`config.mk`:
```
export PLATFORM = sky130hd
export DESIGN_NAME = register_reset_initializer
export DESIGN_NICKNAME = d
export VERILOG_FILES = /design/src/shared/reg_init_pkg.sv /design/src/logic/register_reset_initializer.sv
export SDC_FILE = /design/constraint.sdc
export NUM_CORES = 1
export LEC_CHECK = 0
export BUFFER_PORTS_ARGS = -buffer_cell sky130_fd_sc_hd__buf_4
export CELL_PAD_IN_SITES_DETAIL_PLACEMENT = 0
export CELL_PAD_IN_SITES_GLOBAL_PLACEMENT = 1
export CORE_MARGIN = 2
export CORE_UTILIZATION = 40
export CTS_BUF_LIST = sky130_fd_sc_hd__clkbuf_4 sky130_fd_sc_hd__clkbuf_8
export CTS_CLUSTER_SIZE = 20
export DETAILED_ROUTE_END_ITERATION = 7
export PLACE_DENSITY_LB_ADDON = 0.1
export SLEW_MARGIN = 20
export SYNTH_ARGS = -nofsm -noshare
export SYNTH_HDL_FRONTEND = slang
export SYNTH_SLANG_ARGS = --single-unit
```
`constraint.sdc`:
```
create_clock -name clk_sys_in -period 2.5 [get_ports clk_sys_in]
set_clock_uncertainty 0.2 [all_clocks]
set_input_delay 0.5 -clock clk_sys_in [delete_from_list [all_inputs] [get_ports clk_sys_in]]
set_output_delay 0.5 -clock clk_sys_in [all_outputs]
set_load 0.05 [all_outputs]
```
`src/shared/reg_init_pkg.sv`:
```
// register map, reset values and cause codes for the register initializer
package reg_init_pkg;

    // ------------------------------------------------------------
    // register indices (byte address = 4 * index)
    // ------------------------------------------------------------
    localparam logic [7:0] IDX_TIMER      = 8'h01;
    localparam logic [7:0] IDX_PC_LOW     = 8'h02;
    localparam logic [7:0] IDX_FLAGS      = 8'h03;
    localparam logic [7:0] IDX_POINTER    = 8'h04;
    localparam logic [7:0] IDX_PORT_A     = 8'h05;
    localparam logic [7:0] IDX_PORT_B     = 8'h06;
    localparam logic [7:0] IDX_CONV_MAIN  = 8'h08;
    localparam logic [7:0] IDX_CONV_RES   = 8'h09;
    localparam logic [7:0] IDX_PC_HIGH    = 8'h0a;
    localparam logic [7:0] IDX_INT_CTRL   = 8'h0b;
    localparam logic [7:0] IDX_WORKING    = 8'h7e;
    localparam logic [7:0] IDX_CAUSE      = 8'h7f;
    localparam logic [7:0] IDX_OPTIONS    = 8'h81;
    localparam logic [7:0] IDX_DIR_A      = 8'h85;
    localparam logic [7:0] IDX_DIR_B      = 8'h86;
    localparam logic [7:0] IDX_PWR_FLAGS  = 8'h87;
    localparam logic [7:0] IDX_CONV_PINS  = 8'h88;

    // ------------------------------------------------------------
    // implemented-bit masks and field positions
    // ------------------------------------------------------------
    localparam logic [7:0] MASK_PORT_A    = 8'h1f;
    localparam logic [7:0] MASK_PC_HIGH   = 8'h1f;
    localparam logic [7:0] MASK_CONV_MAIN = 8'hdf;
    localparam logic [7:0] MASK_CONV_PINS = 8'h03;
    localparam logic [7:0] MASK_PWR_FLAGS = 8'h03;
    localparam logic [7:0] MASK_FLAGS_WR  = 8'he7;
    localparam int         FLAG_TIMEOUT_N = 4;
    localparam int         FLAG_PWRDOWN_N = 3;
    localparam int         PWR_POR_N      = 1;
    localparam int         PWR_BOR_N      = 0;
    localparam int         INT_GLOBAL_EN  = 7;

    // ------------------------------------------------------------
    // reset values
    // ------------------------------------------------------------
    localparam logic [7:0] RST_ZERO       = 8'h00;
    localparam logic [7:0] RST_FLAGS_POR  = 8'h18;
    localparam logic [7:0] RST_ONES       = 8'hff;
    localparam logic [7:0] RST_DIR_A      = 8'h1f;
    localparam logic [7:0] INT_VECTOR     = 8'h04;

    // ------------------------------------------------------------
    // last reset or wake-up cause
    // ------------------------------------------------------------
    typedef enum logic [5:0] {
        CAUSE_POWER_ON  = 6'b000001,
        CAUSE_BROWN_OUT = 6'b000010,
        CAUSE_EXT_CLEAR = 6'b000100,
        CAUSE_WATCHDOG  = 6'b001000,
        CAUSE_WAKE_WDT  = 6'b010000,
        CAUSE_WAKE_INT  = 6'b100000
    } reset_cause_t;

endpackage

```
`src/logic/register_reset_initializer.sv`:
```
// special-function registers with per-cause reset and wake-up initialization
//
// Contract
// - brown-out reset loads the power-on values except power flags bit zero, which it keeps; clear and watchdog share values except flag bits four and three.
// - external clear and watchdog reset form one class, distinct from power-on.
// - any reset zeroes program counter low; wake-up advances it by one.
// - interrupt wake-up with global enable set loads the interrupt vector.
// - flags register 0001 1xxx at power-on; clear/watchdog clears top three.
// - options register all ones on any reset, kept on wake-up.
// - both direction registers all ones on any reset, kept on wake-up; port A direction loads 8'h1f instead, setting only its five implemented bits.
// - program counter high latch cleared on reset, kept on wake-up.
// - interrupt control top seven clear on reset; bit zero kept on clear.
// - wake-up keeps interrupt control but sets the causing flag bits.
// - converter control clears implemented bits; pin config low two clear.
// - working, timer, pointer, port B, result kept across clear and wake.
// - unimplemented bits always read zero.
// - without brown-out detection the power flags read zero, no brown-out.
//
// Design decisions made here: the APB slave port and the register addresses.
`timescale 1ns/1ns
`default_nettype none

module register_reset_initializer
    import reg_init_pkg::*;
#(
    parameter bit HAS_BROWN_OUT = 1'b1
) (
    // clock and power-on reset
    input  wire logic        clk_sys_in,
    input  wire logic        srst_in,
    // reset and wake-up causes (one-cycle pulses)
    input  wire logic        brown_out_in,
    input  wire logic        external_clear_reset_in,
    input  wire logic        watchdog_reset_in,
    input  wire logic        wake_watchdog_in,
    input  wire logic        wake_interrupt_in,
    input  wire logic [7:0]  wake_int_flags_in,
    input  wire logic        sleeping_in,
    // apb slave
    input  wire logic        psel_in,
    input  wire logic        penable_in,
    input  wire logic        pwrite_in,
    input  wire logic [9:0]  paddr_in,
    input  wire logic [31:0] pwdata_in,
    output logic [31:0]      prdata_out,
    output logic             pready_out,
    output logic             pslverr_out,
    // state towards the core
    output logic [7:0]       pc_low_out,
    output logic [7:0]       flags_out,
    output logic             global_interrupt_enable_out
);

    // ------------------------------------------------------------
    // cause decode
    // ------------------------------------------------------------
    logic power_event;
    logic clear_event;
    logic wake_event;
    logic brown_ok;

    assign brown_ok    = HAS_BROWN_OUT && brown_out_in;
    assign power_event = srst_in || brown_ok;
    assign clear_event = external_clear_reset_in || watchdog_reset_in;
    assign wake_event  = wake_watchdog_in || wake_interrupt_in;

    // ------------------------------------------------------------
    // bus decode
    // ------------------------------------------------------------
    logic       setup_phase;
    logic       write_now;
    logic [7:0] index;
    logic       mapped;
    logic [7:0] wdata;

    assign setup_phase = psel_in && !penable_in;
    assign write_now   = psel_in && penable_in && pwrite_in && mapped;
    assign index       = paddr_in[9:2];
    assign wdata       = pwdata_in[7:0];

    function automatic logic is_mapped(input logic [7:0] idx, input logic has_bor);
        case (idx)
            IDX_TIMER, IDX_PC_LOW, IDX_FLAGS, IDX_POINTER,
            IDX_PORT_A, IDX_PORT_B, IDX_CONV_MAIN, IDX_CONV_RES,
            IDX_PC_HIGH, IDX_INT_CTRL, IDX_WORKING, IDX_CAUSE,
            IDX_OPTIONS, IDX_DIR_A, IDX_DIR_B, IDX_CONV_PINS: is_mapped = 1'b1;
            IDX_PWR_FLAGS: is_mapped = has_bor;
            default: is_mapped = 1'b0;
        endcase
    endfunction

    function automatic logic wr_hit(input logic wr, input logic [7:0] idx,
                                    input logic [7:0] target);
        wr_hit = wr && (idx == target);
    endfunction

    function automatic logic [7:0] merge(input logic [7:0] old, input logic [7:0] nv,
                                         input logic [7:0] mask);
        merge = (nv & mask) | (old & ~mask);
    endfunction

    assign mapped      = is_mapped(index, HAS_BROWN_OUT);
    assign pready_out  = 1'b1;
    assign pslverr_out = psel_in && penable_in && !mapped;

    // ------------------------------------------------------------
    // registers
    // ------------------------------------------------------------
    logic [7:0]   working;
    logic [7:0]   timer_zero_count;
    logic [7:0]   program_counter_low;
    logic [7:0]   alu_flags_and_bank;
    logic [7:0]   indirect_pointer;
    logic [7:0]   port_a_pins;
    logic [7:0]   port_b_pins;
    logic [7:0]   program_counter_high_latch;
    logic [7:0]   interrupt_control;
    logic [7:0]   conversion_result;
    logic [7:0]   converter_control_main;
    logic [7:0]   prescaler_and_edge_options;
    logic [7:0]   port_a_direction;
    logic [7:0]   port_b_direction;
    logic [7:0]   power_reset_flags;
    logic [7:0]   converter_pin_config;
    reset_cause_t last_cause;

    // values unknown at power-on come up as zero; kept on clear and wake
    always_ff @(posedge clk_sys_in) begin
        if (power_event) begin
            working          <= RST_ZERO;
            timer_zero_count <= RST_ZERO;
            indirect_pointer <= RST_ZERO;
            port_b_pins      <= RST_ZERO;
            conversion_result <= RST_ZERO;
        end else if (!clear_event && !wake_event) begin
            if (wr_hit(write_now, index, IDX_WORKING)) begin
                working <= wdata;
            end
            if (wr_hit(write_now, index, IDX_TIMER)) begin
                timer_zero_count <= wdata;
            end
            if (wr_hit(write_now, index, IDX_POINTER)) begin
                indirect_pointer <= wdata;
            end
            if (wr_hit(write_now, index, IDX_PORT_B)) begin
                port_b_pins <= wdata;
            end
            if (wr_hit(write_now, index, IDX_CONV_RES)) begin
                conversion_result <= wdata;
            end
        end
    end

    // program counter low byte
    always_ff @(posedge clk_sys_in) begin
        if (power_event || clear_event) begin
            program_counter_low <= RST_ZERO;
        end else if (wake_event) begin
            if (wake_interrupt_in && interrupt_control[INT_GLOBAL_EN]) begin
                program_counter_low <= INT_VECTOR;
            end else begin
                program_counter_low <= program_counter_low + 8'h01;
            end
        end else if (wr_hit(write_now, index, IDX_PC_LOW)) begin
            program_counter_low <= wdata;
        end
    end

    // alu flags and bank; timeout and power-down bits are hardware-owned
    always_ff @(posedge clk_sys_in) begin
        if (power_event) begin
            alu_flags_and_bank <= RST_FLAGS_POR;
        end else if (clear_event) begin
            alu_flags_and_bank[7:5] <= 3'h0;
            if (external_clear_reset_in) begin
                if (sleeping_in) begin
                    alu_flags_and_bank[FLAG_TIMEOUT_N] <= 1'b1;
                    alu_flags_and_bank[FLAG_PWRDOWN_N] <= 1'b0;
                end
            end else begin
                alu_flags_and_bank[FLAG_TIMEOUT_N] <= 1'b0;
                alu_flags_and_bank[FLAG_PWRDOWN_N] <= 1'b1;
            end
        end else if (wake_event) begin
            alu_flags_and_bank[FLAG_TIMEOUT_N] <= !wake_watchdog_in;
            alu_flags_and_bank[FLAG_PWRDOWN_N] <= 1'b0;
        end else if (wr_hit(write_now, index, IDX_FLAGS)) begin
            alu_flags_and_bank <= merge(alu_flags_and_bank, wdata, MASK_FLAGS_WR);
        end
    end

    // port a: low four cleared, bit four kept on clear
    always_ff @(posedge clk_sys_in) begin
        if (power_event) begin
            port_a_pins <= RST_ZERO;
        end else if (clear_event) begin
            port_a_pins <= port_a_pins & 8'h10;
        end else if (!wake_event && wr_hit(write_now, index, IDX_PORT_A)) begin
            port_a_pins <= wdata & MASK_PORT_A;
        end
    end

    // program counter high latch
    always_ff @(posedge clk_sys_in) begin
        if (power_event || clear_event) begin
            program_counter_high_latch <= RST_ZERO;
        end else if (!wake_event && wr_hit(write_now, index, IDX_PC_HIGH)) begin
            program_counter_high_latch <= wdata & MASK_PC_HIGH;
        end
    end

    // interrupt control
    always_ff @(posedge clk_sys_in) begin
        if (power_event) begin
            interrupt_control <= RST_ZERO;
        end else if (clear_event) begin
            interrupt_control <= interrupt_control & 8'h01;
        end else if (wake_interrupt_in) begin
            interrupt_control <= interrupt_control | wake_int_flags_in;
        end else if (!wake_event && wr_hit(write_now, index, IDX_INT_CTRL)) begin
            interrupt_control <= wdata;
        end
    end

    // converter control and pin configuration
    always_ff @(posedge clk_sys_in) begin
        if (power_event || clear_event) begin
            converter_control_main <= RST_ZERO;
            converter_pin_config   <= RST_ZERO;
        end else if (!wake_event) begin
            if (wr_hit(write_now, index, IDX_CONV_MAIN)) begin
                converter_control_main <= wdata & MASK_CONV_MAIN;
            end
            if (wr_hit(write_now, index, IDX_CONV_PINS)) begin
                converter_pin_config <= wdata & MASK_CONV_PINS;
            end
        end
    end

    // options
    always_ff @(posedge clk_sys_in) begin
        if (power_event || clear_event) begin
            prescaler_and_edge_options <= RST_ONES;
        end else if (!wake_event && wr_hit(write_now, index, IDX_OPTIONS)) begin
            prescaler_and_edge_options <= wdata;
        end
    end

    // pin directions
    always_ff @(posedge clk_sys_in) begin
        if (power_event || clear_event) begin
            port_a_direction <= RST_DIR_A;
            port_b_direction <= RST_ONES;
        end else if (!wake_event) begin
            if (wr_hit(write_now, index, IDX_DIR_A)) begin
                port_a_direction <= wdata & MASK_PORT_A;
            end
            if (wr_hit(write_now, index, IDX_DIR_B)) begin
                port_b_direction <= wdata;
            end
        end
    end

    // power flags: power-on bit cleared by power-on or brown-out
    always_ff @(posedge clk_sys_in) begin
        if (!HAS_BROWN_OUT) begin
            power_reset_flags <= RST_ZERO;
        end else if (srst_in) begin
            power_reset_flags <= RST_ZERO;
        end else if (brown_ok) begin
            power_reset_flags[PWR_POR_N] <= 1'b0;
        end else if (!clear_event && !wake_event
                     && wr_hit(write_now, index, IDX_PWR_FLAGS)) begin
            power_reset_flags <= wdata & MASK_PWR_FLAGS;
        end
    end

    // last cause, for software
    always_ff @(posedge clk_sys_in) begin
        if (srst_in) begin
            last_cause <= CAUSE_POWER_ON;
        end else if (brown_ok) begin
            last_cause <= CAUSE_BROWN_OUT;
        end else if (external_clear_reset_in) begin
            last_cause <= CAUSE_EXT_CLEAR;
        end else if (watchdog_reset_in) begin
            last_cause <= CAUSE_WATCHDOG;
        end else if (wake_watchdog_in) begin
            last_cause <= CAUSE_WAKE_WDT;
        end else if (wake_interrupt_in) begin
            last_cause <= CAUSE_WAKE_INT;
        end
    end

    // ------------------------------------------------------------
    // read path
    // ------------------------------------------------------------
    logic [7:0] next_read;

    always_comb begin
        case (index)
            IDX_TIMER:     next_read = timer_zero_count;
            IDX_PC_LOW:    next_read = program_counter_low;
            IDX_FLAGS:     next_read = alu_flags_and_bank;
            IDX_POINTER:   next_read = indirect_pointer;
            IDX_PORT_A:    next_read = port_a_pins & MASK_PORT_A;
            IDX_PORT_B:    next_read = port_b_pins;
            IDX_CONV_MAIN: next_read = converter_control_main & MASK_CONV_MAIN;
            IDX_CONV_RES:  next_read = conversion_result;
            IDX_PC_HIGH:   next_read = program_counter_high_latch & MASK_PC_HIGH;
            IDX_INT_CTRL:  next_read = interrupt_control;
            IDX_WORKING:   next_read = working;
            IDX_CAUSE:     next_read = {2'b00, last_cause};
            IDX_OPTIONS:   next_read = prescaler_and_edge_options;
            IDX_DIR_A:     next_read = port_a_direction & MASK_PORT_A;
            IDX_DIR_B:     next_read = port_b_direction;
            IDX_PWR_FLAGS: next_read = power_reset_flags & MASK_PWR_FLAGS;
            IDX_CONV_PINS: next_read = converter_pin_config & MASK_CONV_PINS;
            default:       next_read = RST_ZERO;
        endcase
    end

    // read data is captured in the setup cycle and held through access
    always_ff @(posedge clk_sys_in) begin
        if (srst_in) begin
            prdata_out <= 32'h0000_0000;
        end else if (setup_phase) begin
            prdata_out <= mapped ? {24'h00_0000, next_read} : 32'h0000_0000;
        end
    end

    // ------------------------------------------------------------
    // core-facing outputs
    // ------------------------------------------------------------
    assign pc_low_out                  = program_counter_low;
    assign flags_out                   = alu_flags_and_bank;
    assign global_interrupt_enable_out = interrupt_control[INT_GLOBAL_EN];

endmodule

`default_nettype wire

```
After elaboration in Yosys (flattened, before gate mapping). Cells that the tools add are included.

Flip-flop bits (word level): 144. Bits in latches: 0. Memory bits (writable): 0. Memory bits (read-only): 0. Input port bits: 61. Output and inout bits: 51. Logic and storage cells: 134. Memories kept: 0.

Add/subtract/negate cells: 1. Multipliers: 0. Div/mod/pow operators: 0. Magnitude comparators: 0. Equal/unequal tests: 18. Shifts and indexed selects: 0. Multiplexer cells: 18. Bitwise gates (word level): 5. Reduce and logical (&&, ||, !) cells: 65.

Operators by type and width (number): $pmux W8 S17 (1); $mux W8 (7); $eq A8 B8 Y1 const B (5); $eq A8 B4 Y1 const B (4); $logic_and A1 B1 Y1 (28); $reduce_and A2 Y1 (14); $eq A8 B3 Y1 const B (3); $reduce_or A17 Y1 (1); $eq A8 B2 Y1 const B (2); $eq A8 B7 Y1 const B (2); $mux W2 (5); $mux W5 (2); $add A8 B1 Y8 const B (1); $eq A8 B1 Y1 const B (1); $or A8 B5 Y8 (1); $or A8 B8 Y8 (1); $reduce_bool A2 Y1 (3); $reduce_bool A3 Y1 (2); $logic_not A1 Y1 (5); $reduce_bool A5 Y1 (1); $reduce_or A5 Y1 (1); $logic_or A1 B1 Y1 (4); $mux W4 (1); $reduce_bool A4 Y1 (1); other kinds (8) (11).

Depth between registers and ports, before layout.
Depth after elaboration: 8. Depth in mapped cells: 8. Depth with buffers taken out: 6.

Worst setup path after synthesis. OpenSTA, ideal clock, no wires.

Path type: input -> output. From: input paddr_in[5]. To: output pslverr_out. Data arrival time: 1.927 ns. Data required time: 1.800 ns. Slack: -0.127 ns. Stages on the path: 5. Path buffers: 1. Path through: or2_2 > clkbuf_1 > o221a_2 > a32oi_1 > and3_1.

Word-level cells in the longest chain between the ends: 5. Elaborated cells between the ends (all ways): 21. Those cells by class: eq/ne (17); mux (1); reduce/logical (3).

RTL lines: start: declaration (RTL line register_reset_initializer.sv:43) `input wire logic [9:0] paddr_in,`; $eq A8 B7 Y1 (tied with other cells) (RTL line register_reset_initializer.sv:82) `case (idx)`; $reduce_or A17 Y1 (no line) *; $mux W1 * (RTL line register_reset_initializer.sv:82); $logic_not A1 Y1 * (RTL line register_reset_initializer.sv:104) `assign pslverr_out = psel_in && penable_in && !mapped;`; $logic_and A1 B1 Y1 * (RTL line register_reset_initializer.sv:104); end: declaration (RTL line register_reset_initializer.sv:47) `output logic pslverr_out,`.

Every way passes the cells marked *; elsewhere a longest branch is shown, timed or not.

Worst setup path after layout.
From: input paddr_in[8]. To: output pslverr_out.

Same word-level chain as after synthesis.

==> summary.md <==
| Metric | Value |
|---|---|
| Outcome | complete, no violations |
| Routability cong. | ~0.92 |
| Clk_lat worst skew | approximately 0.45 ns |
| Most common library cells after synthesis | dfxtp_1 (120), mux2i_1 (85), nor2_1 (85), nand2_1 (51), clkbuf_1 (40) |
| Row count | 45 |
| Most frequent cell after synthesis | dfxtp_1 |
| Root Driver | clkbuf_8 |
| Leading area contributor after synthesis | dfxtp_1 |
| Pin count of the biggest net entering global routing | 47 |
| Asr flop ratio synth | 0% |
| Final Setup Violations | 0 |
| Critical path type | input port to output pin |
| Final period utilization | about 100% |
| Arrival time of the worst setup path | ~1.8 ns |
| Seq/Total Area, Yosys | between 30% and 40% |
| Critical path peak fanout | 3 |
| Tot Pwr | approximately 4.2 mW |
| Final Hold Viols | 0 |
| Synthesized flop and latch total | between 100 and 150 |
| Leakage | 3.10 nW |
| First-pass GRT wire length | between 30 and 40 mm |
| Post-DR wirelength/cell | ~22 um |
| Ranking of synthesized cells by area | dfxtp_1 (38%), mux2i_1 (14%), nor2_1 (5.1%) |
| EDFF count, synth | 0 |
| Unique cell type count in the Yosys netlist | between 70 and 80 |
| Critical Path RT | roughly 1.8 ns |
| ANT cells | 0 |
| Post-layout min period | 2.48 ns |
| CP endpoint kind | output pin |
| Reg area | between 2000 and 2500 um2 |
| Top FF cell, synth | dfxtp_1 |
| Power Dens Cells | 539 nW/um2 |
| Yosys warnings | 0 |
| Tightest Pin Transition | 0.573 ns |
| Die Height | around 130 um |
| Post-route ant nets | 0 |
| Number of global-route vias before repair | around 5900 |
| Num CTS Buffers | 17 |
| Max-slew violation count | 0 |
| F_max | roughly 400 MHz |
| DRC | 0 |
| Fillers | 1499 |
| Relative slew slack | 61.8% |
| Final WL | between 20 and 25 mm |
| TritonCTS clock tree | yes |
| GR Overflow Total | 0 |
| Layout area overhead | 23.2% |
| Ratio of cells with drive above 1 in the final layout | about 27% |
| Overall Global Routing Usage | around 28% |
| Number of DRC markers in iteration 0 | ~470 |
| Port Buffers | 60 |
| Pre-Repair DR Iteration Count | 5 |
| Initial Util | 41.0% |
| Fin util | slightly above 50% |
| Chip width | roughly 130 um |
| Hold-fix buffers at CTS | 0 |
| IO Count | 112 |
| Hold crit path type | input port to flop |
| Yosys top cell area share | a little under two fifths |
| Drt via density | about 5.7 |
| Crit start category | input port |
| Average size of a mapped cell | about 9 um2 |
| Syn Std Cell Area | approximately 6300 um2 |
| Clock slew at reported path FFs | approximately 0.07 ns |
| Clk buf depth | 2 |
| Nets | 876 |
| Max IR drop VDD | between 300 and 400 uV |
| Die ar. | 16700 um2 |
| Max Cap Viol | 0 |
| Clock Sinks | 120 |
| H-tree Lvls | 4 |
| Syn Inst Count | around 710 |
| Core area | 15300 um2 |
| Area of the multi-input gates | about 3400 um2 |
| Initial antenna violation count | 0 |
| DPL Wire Length | 16.0 mm |
| Vias | around 6000 |
[what timing repair did]
item | CTS | global route
setup buffers | 1 | 2
pin swaps | 1 | 2
gates resized for setup | 3 | 3
setup endpoints to repair | 1 | 1
[per-stage QoR]
stage	std cells	area, um2	setup WS (ns)	TNS, ns	hold WS (ns)
CTS	1036	7690	0.0245	0	0.0473
finish	1038	7710	0.0176	0	0.0746
detailed placement	1003	7280	-0.206	-5.43	0.261
global route	1038	7710	-0.0522	-0.0522	0.0631
floorplan	728	6350	0.0372	0	0.228
global placement	1003	7280	-0.217	-4.58	0.248
[cells by family (layout without fill, tap and decap cells)]
logic type | after synthesis | count (layout) | synth area share (%)
flip-flops | 120 | 120 | 38.4
multiplexers | 90 | 90 | 14.5
AO/OA/AOI/OAI | 141 | 141 | 17.7
buffers and inverters | 97 | 196 | 8.59
AND/OR/NAND/NOR | 251 | 251 | 20.1
XOR/XNOR | 3 | 3 | 0.420
adder cells (fa/ha/maj) | 1 | 1 | 0.200
other | 2 | 25 | 0.120
[worst max-delay path: stages]
cell,delay [ns]
buf_4,0.12
or4_4,0.57
o22ai_4,0.17
a32oi_2,0.08
and3_4,0.20
buf_6,0.15
[placed cells by master, fill, tap and decap left out, types with 4 or more instances in the layout]
master / netlist / final
a21o_1: 5 / 5
o211ai_1: 5 / 5
nand3_1: 35 / 35
nor2b_1: 7 / 7
mux2_2: 5 / 5
a21oi_1: 23 / 23
a32o_1: 5 / 5
clkbuf_8: 3 / 18
nor3_2: 5 / 5
inv_1: 14 / 14
and3_1: 10 / 9
conb_1: 2 / 25
nand3b_1: 5 / 5
a32oi_1: 13 / 12
dfxtp_1: 120 / 120
mux2i_1: 85 / 85
nand4_1: 4 / 4
o221a_2: 8 / 8
a22o_1: 6 / 6
o21ai_0: 17 / 16
nand2_1: 51 / 51
clkbuf_4: 0 / 4
a22oi_1: 16 / 16
nand2b_1: 6 / 6
buf_4: 27 / 145
nor2_1: 85 / 85
or3_1: 4 / 4
nor3_1: 17 / 16
a221oi_1: 4 / 4
clkinv_2: 0 / 7
[cell type report]
type                    count  area share (%)
clock buffers              22            3.60
multi-input cells         511            44.6
flip-flops and latches    120            31.1
inverters                  14           0.681
clock inverters            10            1.33
repair buffers            150            15.2
well taps                 211            3.42
[where the power goes]
part	total [mW]	internal (mW)	leakage [nW]	switching [mW]
Clock	1.73	0.942	0.204	0.790
Combinational	0.496	0.152	1.93	0.344
Sequential	1.93	1.92	0.969	0.00938
Total	4.16	3.01	3.10	1.14
[worst paths after layout]
path / start / end / slack, ns / cells after the start
max: paddr_in[8] / pslverr_out / 0.02 / 6
min: srst_in / last_cause[1]$_SDFFE_PP0P_ / 0.07 / 2
max reg2reg: pc_low_out[2]$_SDFFE_PP0P_ / prdata_out[2]$_SDFFE_PP0P_ / 0.78 / 6
min reg2reg: prescaler_and_edge_options[2]$_SDFFE_PP1P_ / prescaler_and_edge_options[2]$_SDFFE_PP1P_ / 0.28 / 2
[routing by layer]
metal	share of wire [%]	routed length [um]	vias to the layer above	GRT usage, %
met3	6.2	1390	57	5.74
met5	0	0	-	0
met2	45	10200	258	43.2
met4	3.6	818	0	13.1
met1	45	10100	2934	36.7
li1	-	-	2711	-
Note: power is estimated with default switching activity, not from simulation.
